<file path="src/verilog/pswc_pkg.sv">
package pswc_pkg;

  // ----------------------------------------------------------------
  // register offsets (byte addresses)
  // ----------------------------------------------------------------
  localparam logic [7:0] CTRL_OFS = 8'h00;   // control bits
  localparam logic [7:0] STAT_OFS = 8'h04;   // state, read only
  localparam logic [7:0] IRQ_OFS = 8'h08;    // sticky events, clear on read
  localparam logic [7:0] MASK_OFS = 8'h0C;   // interrupt mask

  // ----------------------------------------------------------------
  // control field positions
  // ----------------------------------------------------------------
  localparam int PSTOP_BIT = 0;     // pseudo_stop_select
  localparam int MON_EN_BIT = 1;       // clock_monitor_enable
  localparam int SELF_EN_BIT = 2;      // self_clock_mode_enable
  localparam int SELF_IRQ_EN_BIT = 3;  // self_clock_irq_enable
  localparam int MSEL_BIT = 4;      // multiplied_clock_select
  localparam int STOP_REQ_BIT = 5;  // write 1 with PSTOP_BIT set enters stop, reads 0

  // reset value of control: monitor and self clock enabled
  localparam logic [4:0] CTRL_RST = 5'h06;

  // ----------------------------------------------------------------
  // event bit positions (irq and mask)
  // ----------------------------------------------------------------
  localparam int EV_EXT = 0;    // external reset taken
  localparam int EV_WDOG = 1;   // watchdog reset taken
  localparam int EV_CMF = 2;    // clock monitor fail reset taken
  localparam int EV_SELF = 3;   // self_clock_irq_flag
  localparam int EV_WAKE = 4;   // interrupt wake-up
  localparam int EV_N = 5;

  // ----------------------------------------------------------------
  // timing
  // ----------------------------------------------------------------
  localparam int CLK_HZ = 25_000_000;
  localparam int RST_SEQ_NS = 1000;   // reset sequence length
  localparam int RST_SEQ_CYC = (RST_SEQ_NS * (CLK_HZ / 1_000_000) + 999) / 1000;
  localparam logic [7:0] RST_SEQ_CNT = 8'(RST_SEQ_CYC);

  // ----------------------------------------------------------------
  // reset vector choice
  // ----------------------------------------------------------------
  typedef enum logic [1:0] {
    PSWC_VEC_NORMAL = 2'h0,
    PSWC_VEC_WDOG = 2'h1,
    PSWC_VEC_CMF = 2'h2
  } pswc_vec_t;

  // wake-up causes sampled from the pins
  typedef struct packed {
    logic ext_reset;   // external reset request
    logic wdog_reset;  // watchdog_timer_unit reset
    logic clk_fail;    // clock monitor loss detection
    logic wake_irq;    // other enabled interrupt, e.g. periodic tick
  } pswc_cause_t;

  // outputs toward the core
  typedef struct packed {
    logic in_stop;          // device sits in pseudo stop
    logic reset_active;     // reset generator running
    logic vec_valid;        // vector choice stands
    pswc_vec_t vector;      // which reset vector to fetch
    logic self_clock_mode;  // running on self clock
    logic quality_start;    // clock quality checker start pulse
    logic mult_clk_sel;     // multiplied_clock_select
  } pswc_out_t;

endpackage

</file>
<file path="src/verilog/pswc_wakeup.sv">
module pswc_wakeup (
  input wire logic aclk,
  input wire logic aresetn,
  // axi4-lite slave
  input wire logic [7:0] s_axi_awaddr,
  input wire logic s_axi_awvalid,
  output logic s_axi_awready,
  input wire logic [31:0] s_axi_wdata,
  input wire logic [3:0] s_axi_wstrb,
  input wire logic s_axi_wvalid,
  output logic s_axi_wready,
  output logic [1:0] s_axi_bresp,
  output logic s_axi_bvalid,
  input wire logic s_axi_bready,
  input wire logic [7:0] s_axi_araddr,
  input wire logic s_axi_arvalid,
  output logic s_axi_arready,
  output logic [31:0] s_axi_rdata,
  output logic [1:0] s_axi_rresp,
  output logic s_axi_rvalid,
  input wire logic s_axi_rready,
  // wake-up causes
  input wire pswc_pkg::pswc_cause_t cause,
  // core side
  output pswc_pkg::pswc_out_t core,
  output logic irq
);

  // ----------------------------------------------------------------
  // state
  // ----------------------------------------------------------------
  typedef enum {
    PSWC_RUN,
    PSWC_STOP,
    PSWC_RESET_SEQ
  } pswc_state_t;

  pswc_state_t state, next_state;
  logic [4:0] ctrl, next_ctrl;              // control bits
  logic [pswc_pkg::EV_N-1:0] ev, next_ev;   // sticky events
  logic [pswc_pkg::EV_N-1:0] mask, next_mask;
  logic [7:0] cnt, next_cnt;                // reset sequence counter
  pswc_pkg::pswc_out_t next_core;
  logic next_irq;
  // bus state
  logic aw_hold, next_aw_hold;   // write address captured
  logic w_hold, next_w_hold;     // write data captured
  logic [7:0] aw_q, next_aw_q;
  logic [31:0] w_q, next_w_q;
  logic [3:0] s_q, next_s_q;
  logic next_awready, next_wready, next_bvalid, next_arready, next_rvalid;
  logic [1:0] next_bresp, next_rresp;
  logic [31:0] next_rdata;

  // ----------------------------------------------------------------
  // helpers
  // ----------------------------------------------------------------
  // address decode, used by both read and write paths
  function automatic logic known_addr(input logic [7:0] a);
    known_addr = (a == pswc_pkg::CTRL_OFS) || (a == pswc_pkg::STAT_OFS) ||
                 (a == pswc_pkg::IRQ_OFS) || (a == pswc_pkg::MASK_OFS);
  endfunction

  logic wr_go;       // write executes this cycle
  logic rd_go;       // read executes this cycle
  logic irq_rd;      // read of the event register
  logic [31:0] rd_val;
  logic clk_fail_on; // clock fail that counts

  // ----------------------------------------------------------------
  // axi4-lite slave, next values
  // ----------------------------------------------------------------
  always_comb
  begin
    next_aw_hold = aw_hold;
    next_w_hold = w_hold;
    next_aw_q = aw_q;
    next_w_q = w_q;
    next_s_q = s_q;
    next_bvalid = s_axi_bvalid;
    next_bresp = s_axi_bresp;
    next_rvalid = s_axi_rvalid;
    next_rresp = s_axi_rresp;
    next_rdata = s_axi_rdata;
    wr_go = 1'b0;
    rd_go = 1'b0;
    // capture address and data in either order
    if (s_axi_awvalid && s_axi_awready)
    begin
      next_aw_hold = 1'b1;
      next_aw_q = s_axi_awaddr;
    end
    if (s_axi_wvalid && s_axi_wready)
    begin
      next_w_hold = 1'b1;
      next_w_q = s_axi_wdata;
      next_s_q = s_axi_wstrb;
    end
    // both held and no response pending: perform write
    if (aw_hold && w_hold && !s_axi_bvalid)
    begin
      wr_go = 1'b1;
      next_aw_hold = 1'b0;
      next_w_hold = 1'b0;
      next_bvalid = 1'b1;
      next_bresp = known_addr(aw_q) ? 2'h0 : 2'h2;
    end
    else if (s_axi_bvalid && s_axi_bready)
    begin
      next_bvalid = 1'b0;
    end
    // read answer one cycle after address
    if (s_axi_arvalid && s_axi_arready)
    begin
      rd_go = 1'b1;
      next_rvalid = 1'b1;
      next_rdata = rd_val;
      next_rresp = known_addr(s_axi_araddr) ? 2'h0 : 2'h2;
    end
    else if (s_axi_rvalid && s_axi_rready)
    begin
      next_rvalid = 1'b0;
    end
    next_awready = !next_aw_hold && !next_bvalid;
    next_wready = !next_w_hold && !next_bvalid;
    next_arready = !next_rvalid;
  end

  // read mux
  always_comb
  begin
    rd_val = 32'h0000_0000;
    unique case (s_axi_araddr)
      pswc_pkg::CTRL_OFS: rd_val = {27'h0, ctrl};
      pswc_pkg::STAT_OFS: rd_val = {24'h0, core.self_clock_mode, core.vector,
                                    core.vec_valid, core.reset_active,
                                    (state == PSWC_STOP), 2'(state)};
      pswc_pkg::IRQ_OFS: rd_val = {27'h0, ev};
      pswc_pkg::MASK_OFS: rd_val = {27'h0, mask};
      default: rd_val = 32'h0000_0000;
    endcase
  end

  assign irq_rd = rd_go && (s_axi_araddr == pswc_pkg::IRQ_OFS);
  // clock loss counts only while monitor is on
  assign clk_fail_on = cause.clk_fail && ctrl[pswc_pkg::MON_EN_BIT];

  // ----------------------------------------------------------------
  // wake-up sequencer, next values
  // ----------------------------------------------------------------
  always_comb
  begin
    logic [pswc_pkg::EV_N-1:0] set_ev;
    set_ev = '0;
    next_state = state;
    next_ctrl = ctrl;
    next_cnt = cnt;
    next_core = core;
    next_core.quality_start = 1'b0;
    next_mask = mask;
    // software writes to control and mask
    if (wr_go && s_q[0])
    begin
      if (aw_q == pswc_pkg::CTRL_OFS)
      begin
        next_ctrl = w_q[4:0];
      end
      if (aw_q == pswc_pkg::MASK_OFS)
      begin
        next_mask = w_q[pswc_pkg::EV_N-1:0];
      end
    end
    unique case (state)
      PSWC_RUN:
      begin
        next_core.in_stop = 1'b0;
        // external or watchdog reset in run also restarts
        if (cause.ext_reset || cause.wdog_reset)
        begin
          next_state = PSWC_RESET_SEQ;
          next_ctrl = pswc_pkg::CTRL_RST;
          next_cnt = pswc_pkg::RST_SEQ_CNT;
          next_core.vector = cause.ext_reset ? pswc_pkg::PSWC_VEC_NORMAL
                                             : pswc_pkg::PSWC_VEC_WDOG;
          next_core.reset_active = 1'b1;
          next_core.vec_valid = 1'b0;
          set_ev[cause.ext_reset ? pswc_pkg::EV_EXT : pswc_pkg::EV_WDOG] = 1'b1;
        end
        else if (wr_go && s_q[0] && aw_q == pswc_pkg::CTRL_OFS &&
                 w_q[pswc_pkg::STOP_REQ_BIT] && w_q[pswc_pkg::PSTOP_BIT])
        begin
          next_state = PSWC_STOP;
          next_core.in_stop = 1'b1;
        end
      end
      PSWC_STOP:
      begin
        // causes taken in priority: resets, clock fail, interrupt
        if (cause.ext_reset || cause.wdog_reset)
        begin
          next_state = PSWC_RESET_SEQ;
          next_ctrl = pswc_pkg::CTRL_RST;
          next_core.in_stop = 1'b0;        // stop is left at reset start
          next_cnt = pswc_pkg::RST_SEQ_CNT;
          next_core.reset_active = 1'b1;
          next_core.vec_valid = 1'b0;
          next_core.self_clock_mode = 1'b0;
          next_core.mult_clk_sel = 1'b0;
          next_core.vector = cause.ext_reset ? pswc_pkg::PSWC_VEC_NORMAL
                                             : pswc_pkg::PSWC_VEC_WDOG;
          set_ev[cause.ext_reset ? pswc_pkg::EV_EXT : pswc_pkg::EV_WDOG] = 1'b1;
        end
        else if (clk_fail_on && !ctrl[pswc_pkg::SELF_EN_BIT])
        begin
          // clock monitor fail reset, own vector
          next_state = PSWC_RESET_SEQ;
          next_core.in_stop = 1'b0;
          next_ctrl = pswc_pkg::CTRL_RST;
          next_cnt = pswc_pkg::RST_SEQ_CNT;
          next_core.reset_active = 1'b1;
          next_core.vec_valid = 1'b0;
          next_core.mult_clk_sel = 1'b0;
          next_core.vector = pswc_pkg::PSWC_VEC_CMF;
          set_ev[pswc_pkg::EV_CMF] = 1'b1;
        end
        else if (clk_fail_on)
        begin
          set_ev[pswc_pkg::EV_SELF] = 1'b1;
          if (ctrl[pswc_pkg::SELF_IRQ_EN_BIT])
          begin
            // interrupt, then self clock and checker, resume
            next_state = PSWC_RUN;
            next_core.in_stop = 1'b0;
            next_core.self_clock_mode = 1'b1;
            next_core.quality_start = 1'b1;
            next_ctrl[pswc_pkg::MSEL_BIT] = 1'b0;
          end
        end
        else if (cause.wake_irq)
        begin
          // plain wake-up, no reset sequence
          next_state = PSWC_RUN;
          next_core.in_stop = 1'b0;
          next_ctrl[pswc_pkg::MSEL_BIT] = 1'b0;
          set_ev[pswc_pkg::EV_WAKE] = 1'b1;
        end
      end
      PSWC_RESET_SEQ:
      begin
        // count out the reset sequence, then present vector
        next_ctrl = pswc_pkg::CTRL_RST;
        if (cnt <= 8'h01)
        begin
          next_state = PSWC_RUN;
          next_core.reset_active = 1'b0;
          next_core.vec_valid = 1'b1;
          next_core.in_stop = 1'b0;
        end
        else
        begin
          next_cnt = cnt - 8'h01;
        end
      end
    endcase
    next_core.mult_clk_sel = next_ctrl[pswc_pkg::MSEL_BIT];
    // set wins over clear on read
    next_ev = (irq_rd ? '0 : ev) | set_ev;
    next_irq = |(next_ev & next_mask);
  end

  // ----------------------------------------------------------------
  // registers
  // ----------------------------------------------------------------
  always_ff @(posedge aclk)
  begin
    if (!aresetn)
    begin
      state <= PSWC_RUN;
      ctrl <= pswc_pkg::CTRL_RST;
      ev <= '0;
      mask <= '0;
      cnt <= 8'h00;
      core <= '0;
      irq <= 1'b0;
      aw_hold <= 1'b0;
      w_hold <= 1'b0;
      aw_q <= 8'h00;
      w_q <= 32'h0000_0000;
      s_q <= 4'h0;
      s_axi_awready <= 1'b0;
      s_axi_wready <= 1'b0;
      s_axi_bvalid <= 1'b0;
      s_axi_bresp <= 2'h0;
      s_axi_arready <= 1'b0;
      s_axi_rvalid <= 1'b0;
      s_axi_rresp <= 2'h0;
      s_axi_rdata <= 32'h0000_0000;
    end
    else
    begin
      state <= next_state;
      ctrl <= next_ctrl;
      ev <= next_ev;
      mask <= next_mask;
      cnt <= next_cnt;
      core <= next_core;
      irq <= next_irq;
      aw_hold <= next_aw_hold;
      w_hold <= next_w_hold;
      aw_q <= next_aw_q;
      w_q <= next_w_q;
      s_q <= next_s_q;
      s_axi_awready <= next_awready;
      s_axi_wready <= next_wready;
      s_axi_bvalid <= next_bvalid;
      s_axi_bresp <= next_bresp;
      s_axi_arready <= next_arready;
      s_axi_rvalid <= next_rvalid;
      s_axi_rresp <= next_rresp;
      s_axi_rdata <= next_rdata;
    end
  end

endmodule

</file>
<file path="config.mk">
export PLATFORM = sky130hd
export DESIGN_NAME = pswc_wakeup
export DESIGN_NICKNAME = d
export VERILOG_FILES = /design/src/verilog/pswc_pkg.sv /design/src/verilog/pswc_wakeup.sv
export SDC_FILE = /design/constraint.sdc
export NUM_CORES = 1
export LEC_CHECK = 0
export ABC_AREA = 1
export CORE_ASPECT_RATIO = 1.25
export CORE_MARGIN = 5
export CORE_UTILIZATION = 50
export DETAILED_ROUTE_END_ITERATION = 6
export DONT_BUFFER_PORTS = 1
export PLACE_DENSITY_LB_ADDON = 0.2
export SLEW_MARGIN = 20
export SYNTH_ARGS = -nofsm -noshare
export SYNTH_HDL_FRONTEND = slang
export SYNTH_SLANG_ARGS = --single-unit
</file>
<file path="constraint.sdc">
create_clock -name aclk -period 2.05 [get_ports aclk]
set_input_delay 0.41 -clock aclk [delete_from_list [all_inputs] [get_ports aclk]]
set_output_delay 0.41 -clock aclk [all_outputs]
set_load 0.02 [all_outputs]
</file>
Yosys cells after proc, flatten, opt, wreduce, memory -nomap -nowiden
Cells that the tools add are included.
Storage, ports and cells
  register bits: 122
  input bits: 63
  output and inout port bits: 50
  word-level logic and storage cells: 164
Operators by class
  $add $sub $neg: 1
  $lt $le $gt $ge: 3
  eq/ne operators: 17
  muxes and demuxes: 68
  bitwise operators: 5
  reductions and logical operators: 44
Operator list (number)
  2-to-1 mux 32 bit: 8
  case mux 32 bit (3 select lines): 1
  == test 32 x 2 -> 1 bit (second input constant): 2
  2-to-1 mux 5 bit: 8
  == test 32 x 1 -> 1 bit (second input constant): 1
  == test 8 x 4 -> 1 bit (second input constant): 4
  logical NOT 32 bit: 1
  2-to-1 mux 8 bit: 4
  case mux 8 bit (4 select lines): 1
  2-to-1 mux 1 bit: 27
  case mux 8 bit (3 select lines): 1
  logical AND 1 bit: 17
  == test 8 x 3 -> 1 bit (second input constant): 2
  logical NOT 8 bit: 2
  case mux 5 bit (3 select lines): 1
  2-to-1 mux 2 bit: 7
  2-to-1 mux 4 bit: 3
  AND reduction 3 bit: 4
  != test 5 bit (second input constant): 2
  case mux 5 bit (2 select lines): 1
  OR reduction 5 bit: 2
  case mux 3 bit (3 select lines): 1
  less-or-equal comparator 8 x 1 -> 1 bit (second input constant): 1
  != test 2 bit (second input constant): 4
  other kinds (15): 33

Depth between registers and ports, before layout
  depth after elaboration: 10
  depth in mapped cells: 11
  mapped depth without buffers: 11

Least setup slack after synthesis
No wires, ideal clock.
  path kind: reg-to-reg
  from: register cnt[0]
  to: register cnt[2]
  library setup time: 0.115 ns
  arrival time: 1.398 ns
  required time: 1.935 ns
  path slack: 0.537 ns
  cell stages (with the launch flop): 11
  buffers on the path: 0
  clock period less this slack: 1.513 ns
  cells stage by stage: dfxtp_1 -> inv_1 -> ha_1 -> o21ai_0 -> nor2_2 -> nand2_1 -> nand2_4 -> inv_6 -> nand2_2 -> xor2_1 -> nor2_2
Between the ends
  longest elaborated chain between the ends: 3
  elaborated cells between the ends (all ways): 6
  those cells by class: 1 x add/sub; 1 x order compare; 1 x eq/ne; 2 x mux; 1 x reduce/logical
Ends and longest elaborated chain
  start, declared: line pswc_wakeup.sv:42  | logic [7:0] cnt, next_cnt;
  start signal, assigned: line pswc_wakeup.sv:305  | cnt <= next_cnt;
  subtractor 8 x 1 -> 8 bit or less-or-equal comparator 8 x 1 -> 1 bit (tied branches): line pswc_wakeup.sv:261, pswc_wakeup.sv:252
  2-to-1 mux 8 bit or != test 2 bit (tied branches)
  case mux 8 bit (3 select lines) or AND reduction 3 bit (tied branches)
Parallel ways exist; a longest one is shown, timed or not. The select of a mux whose other input is x is not followed.
A chain may end at the register's enable or synchronous reset.

Worst setup path in the final report
Ends and elaborated chain as after synthesis.

==> flow_metrics.py <==
metrics = {
    "clock_tree": {
        "cts_buffer_depth": 2,
        "cts.sinks": 65,
        "clk_latency_ns": 0.34,
        "ctsHoldBuffers": 0,
        "post_cts.repair.setup_buffers": 0,
        "path_clk_slew_ns": 0.07,
        "cts_root_buf": "clkbuf_8",
        "cts_buffers": 9,
        "htree_levels": 3,
        "post_cts_resized": 0,
        "cts_tree": "yes",
    },
    "logic_synthesis": {
        "syn_area_um2": 3250,
        "yosys-top-cells-count": "nand2_1 (84), dfxtp_1 (65), nor2_1 (55)",
        "ys_types": 32,
        "dominantRegCellSynth": "dfxtp_1",
        "ys_ff_latch": 65,
        "synth_area_leaders": "dfxtp_1 (40%), nand2_1 (9.7%), nor2_1 (6.4%)",
        "synth_enable_flop_cells": 0,
        "syn_inst": 456,
        "yosysMostFrequentCell": "nand2_1",
        "yosysTopAreaCell": "dfxtp_1",
        "yosys.area.top_type_share_pct": 40.1,
        "synth-seq-area-share_pct": 40.1,
        "ys.warnings.count": 0,
        "synth.avg_cell_area_um2": 7.12,
        "synthArstFlopShare_pct": 0,
    },
    "min_path": {
        "whs_path_depth": 1,
        "min_to": "ctrl[1]",
        "holdCritPathClass": "input pin to flip-flop",
        "hold_path.startpoint": "aresetn",
    },
    "detailed_routing": {
        "avgRoutedWirePerCell_um": 12.4,
        "drcViolationCount": 0,
        "vias": 2681,
        "vias_per_cell": 4.88,
        "drt_iter0_drc": 89,
        "dr.pass1.iters": 4,
        "ant_nets": 0,
        "wirelength_mm": 6.82,
    },
    "sta": {
        "hold_slack_ns": 0.144,
        "skew_ns": 0.00824,
        "slew_violations": 0,
        "fmax_mhz": 585,
        "hold_violations": 0,
        "worst_slack_ns": 0.340,
        "post-route-period-util_pct": 83.4,
        "fin_setup_tns_ns": 0,
        "setup_viol": 0,
        "rsz0062_at_grt": "no",
        "fin_crit_ns": 1.71,
    },
    "pwr": {
        "powerDensity_nw_per_um2": 1030,
        "power_switching_uw": 1300,
        "clockPowerShare_pct": 25.5,
        "switching_share_pct": 37.3,
        "pwr-share-seq_pct": 46.3,
        "vdd_drop_max_uv": 522,
        "p_leak_uw": 0.00145,
        "p_int_uw": 2190,
        "combPwrFrac_pct": 28.2,
    },
    "place": {
        "gp_congestion": 0.791,
        "dp_slack_ns": 0.342,
        "dpl_cell_area_um2": 3230,
        "dp_hpwl_mm": 5.36,
        "portBuffers": 0,
    },
    "global_routing": {
        "grt_use_total_pct": 17.9,
        "grt_max_degree": 28,
        "antenna_found_initial": 0,
        "grt_pass1_wl_mm": 11.3,
        "grt_overflow": 0,
        "grt_pass1_vias": 2491,
    },
    "final_layout": {
        "design_area_um2": 3380,
        "nets": 528,
        "drive_above_1_share_pct": 9.27,
        "fin_util_pct": 54.2,
        "final.fill_count": 649,
        "diodes": 0,
        "flow.area_growth_from_synthesis_pct": 4.24,
    },
    "setup_path": {
        "path_max_fanout": 8,
        "ff2ff_path_depth": 10,
        "cp.required_ns": 2.29,
        "rr_endpoint": "cnt[2]",
        "start_kind": "flip-flop",
        "r2r_slack_ns": 0.34,
        "arrival_ns": 1.95,
        "critical_path_class": "flip-flop to flip-flop",
        "reg2reg_from": "cnt[0]",
        "cp-end-kind": "flip-flop",
    },
    "floorplan": {
        "dieArea_um2": 8210,
        "core_um2": 6250,
        "start_util_pct": 52.0,
        "io_pins": 113,
        "rows": 32,
        "die_width_um": 82.1,
        "die_h_um": 100,
    },
    "job": {
        "maxCapViolations": 0,
    },
    "run_status": {
        "status": "completed",
    },
}
-- routing by layer --
| metal | up-vias | part of all wire, % | GRT usage (%) |
|---|---|---|---|
| li1 | 1415 | - | - |
| met1 | 1179 | 41 | 20.4 |
| met2 | 76 | 48 | 29.4 |
| met3 | 11 | 9.5 | 7.81 |
| met4 | 0 | 1.6 | 6.39 |
| met5 | - | 0 | 0 |
-- registers in the layout (all words and copies together) (netlist names), 4 cells and up --
signal,count
mask,5
aw_q,8
ev,5
s_axi_rdata,8
ctrl,4
cnt,8
w_q,6
core,8
-- worst max path at each step --
stage	startpoint	to	slack, ns	depth (start not counted)
after floorplan	cnt[0]	cnt[2]	0.54	10
after global placement	state[1]	cnt[2]	0.39	10
after detailed placement	cnt[0]	cnt[2]	0.34	10
after CTS	cnt[0]	cnt[2]	0.34	10
after global routing	cnt[0]	cnt[2]	0.11	10
final	cnt[0]	cnt[2]	0.34	10
-- placed cells by master, fill, tap and decap left out, types with 2 or more instances in the layout --
| cell | Yosys | final |
|---|---|---|
| nand2_2 | 6 | 6 |
| nor2_4 | 6 | 6 |
| clkbuf_8 | 0 | 9 |
| inv_1 | 48 | 48 |
| dfxtp_1 | 65 | 65 |
| nand3_2 | 2 | 2 |
| o21ai_1 | 3 | 3 |
| clkbuf_1 | 4 | 3 |
| nor2_1 | 55 | 55 |
| nor2_2 | 9 | 9 |
| buf_4 | 27 | 3 |
| clkinv_1 | 3 | 3 |
| conb_1 | 1 | 26 |
| clkinv_2 | 0 | 4 |
| o21ai_0 | 40 | 40 |
| ha_1 | 6 | 6 |
| nand2_1 | 84 | 84 |
| a31oi_1 | 2 | 2 |
| nor3_1 | 7 | 7 |
| o211ai_1 | 2 | 2 |
| xor2_1 | 4 | 4 |
| nand4_1 | 4 | 4 |
| nand3_1 | 27 | 27 |
| a21oi_1 | 38 | 38 |
-- per-stage QoR --
step	power (uW)	instances
floorplan	2470	481
global placement	2610	533
detailed placement	2630	533
CTS	3520	549
global route	3780	549
finish	3490	549
-- power groups by stage --
| stage | clock network, uW | registers, uW | logic, uW |
|---|---|---|---|
| 2_1_floorplan | 0 | 1600 | 874 |
| 3_3_place_gp | 0 | 1640 | 970 |
| 3_5_place_dp | 0 | 1640 | 984 |
| 4_1_cts | 914 | 1620 | 988 |
| 5_1_grt | 998 | 1640 | 1140 |
| 6_report | 889 | 1610 | 985 |
-- layout make-up --
| type | count | area (um^2) | share of cell area (%) |
|---|---|---|---|
| flip-flops and latches | 65 | 1300 | 38.5 |
| well taps | 85 | 106 | 3.14 |
| inverters | 52 | 200 | 5.92 |
| clock inverters | 4 | 20.0 | 0.592 |
| clock buffers | 12 | 135 | 3.99 |
| multi-input cells | 328 | 1600 | 47.2 |
| repair buffers | 3 | 22.5 | 0.666 |
-- cells by family (layout without fill, tap and decap cells) --
logic type               after synthesis  after routing  share of synthesized area (%)
AND/OR/NAND/NOR                      204            204                           28.7
buffers and inverters                 88             71                           13.6
AO/OA/AOI/OAI                         87             87                           13.8
flip-flops                            65             65                           40.1
adder cells (fa/ha/maj)                6              6                           2.31
XOR/XNOR                               5              5                           1.35
other                                  1             26                          0.116
-- worst max-delay path, stage by stage, from the launching register on --
cell	delay (ns)
dfxtp_1	0.38
inv_1	0.11
ha_1	0.27
o21ai_0	0.22
nor2_2	0.08
nand2_1	0.10
nand2_4	0.10
inv_6	0.10
nand2_2	0.05
xor2_1	0.16
nor2_2	0.04
Power figures use the tool's default switching activity.
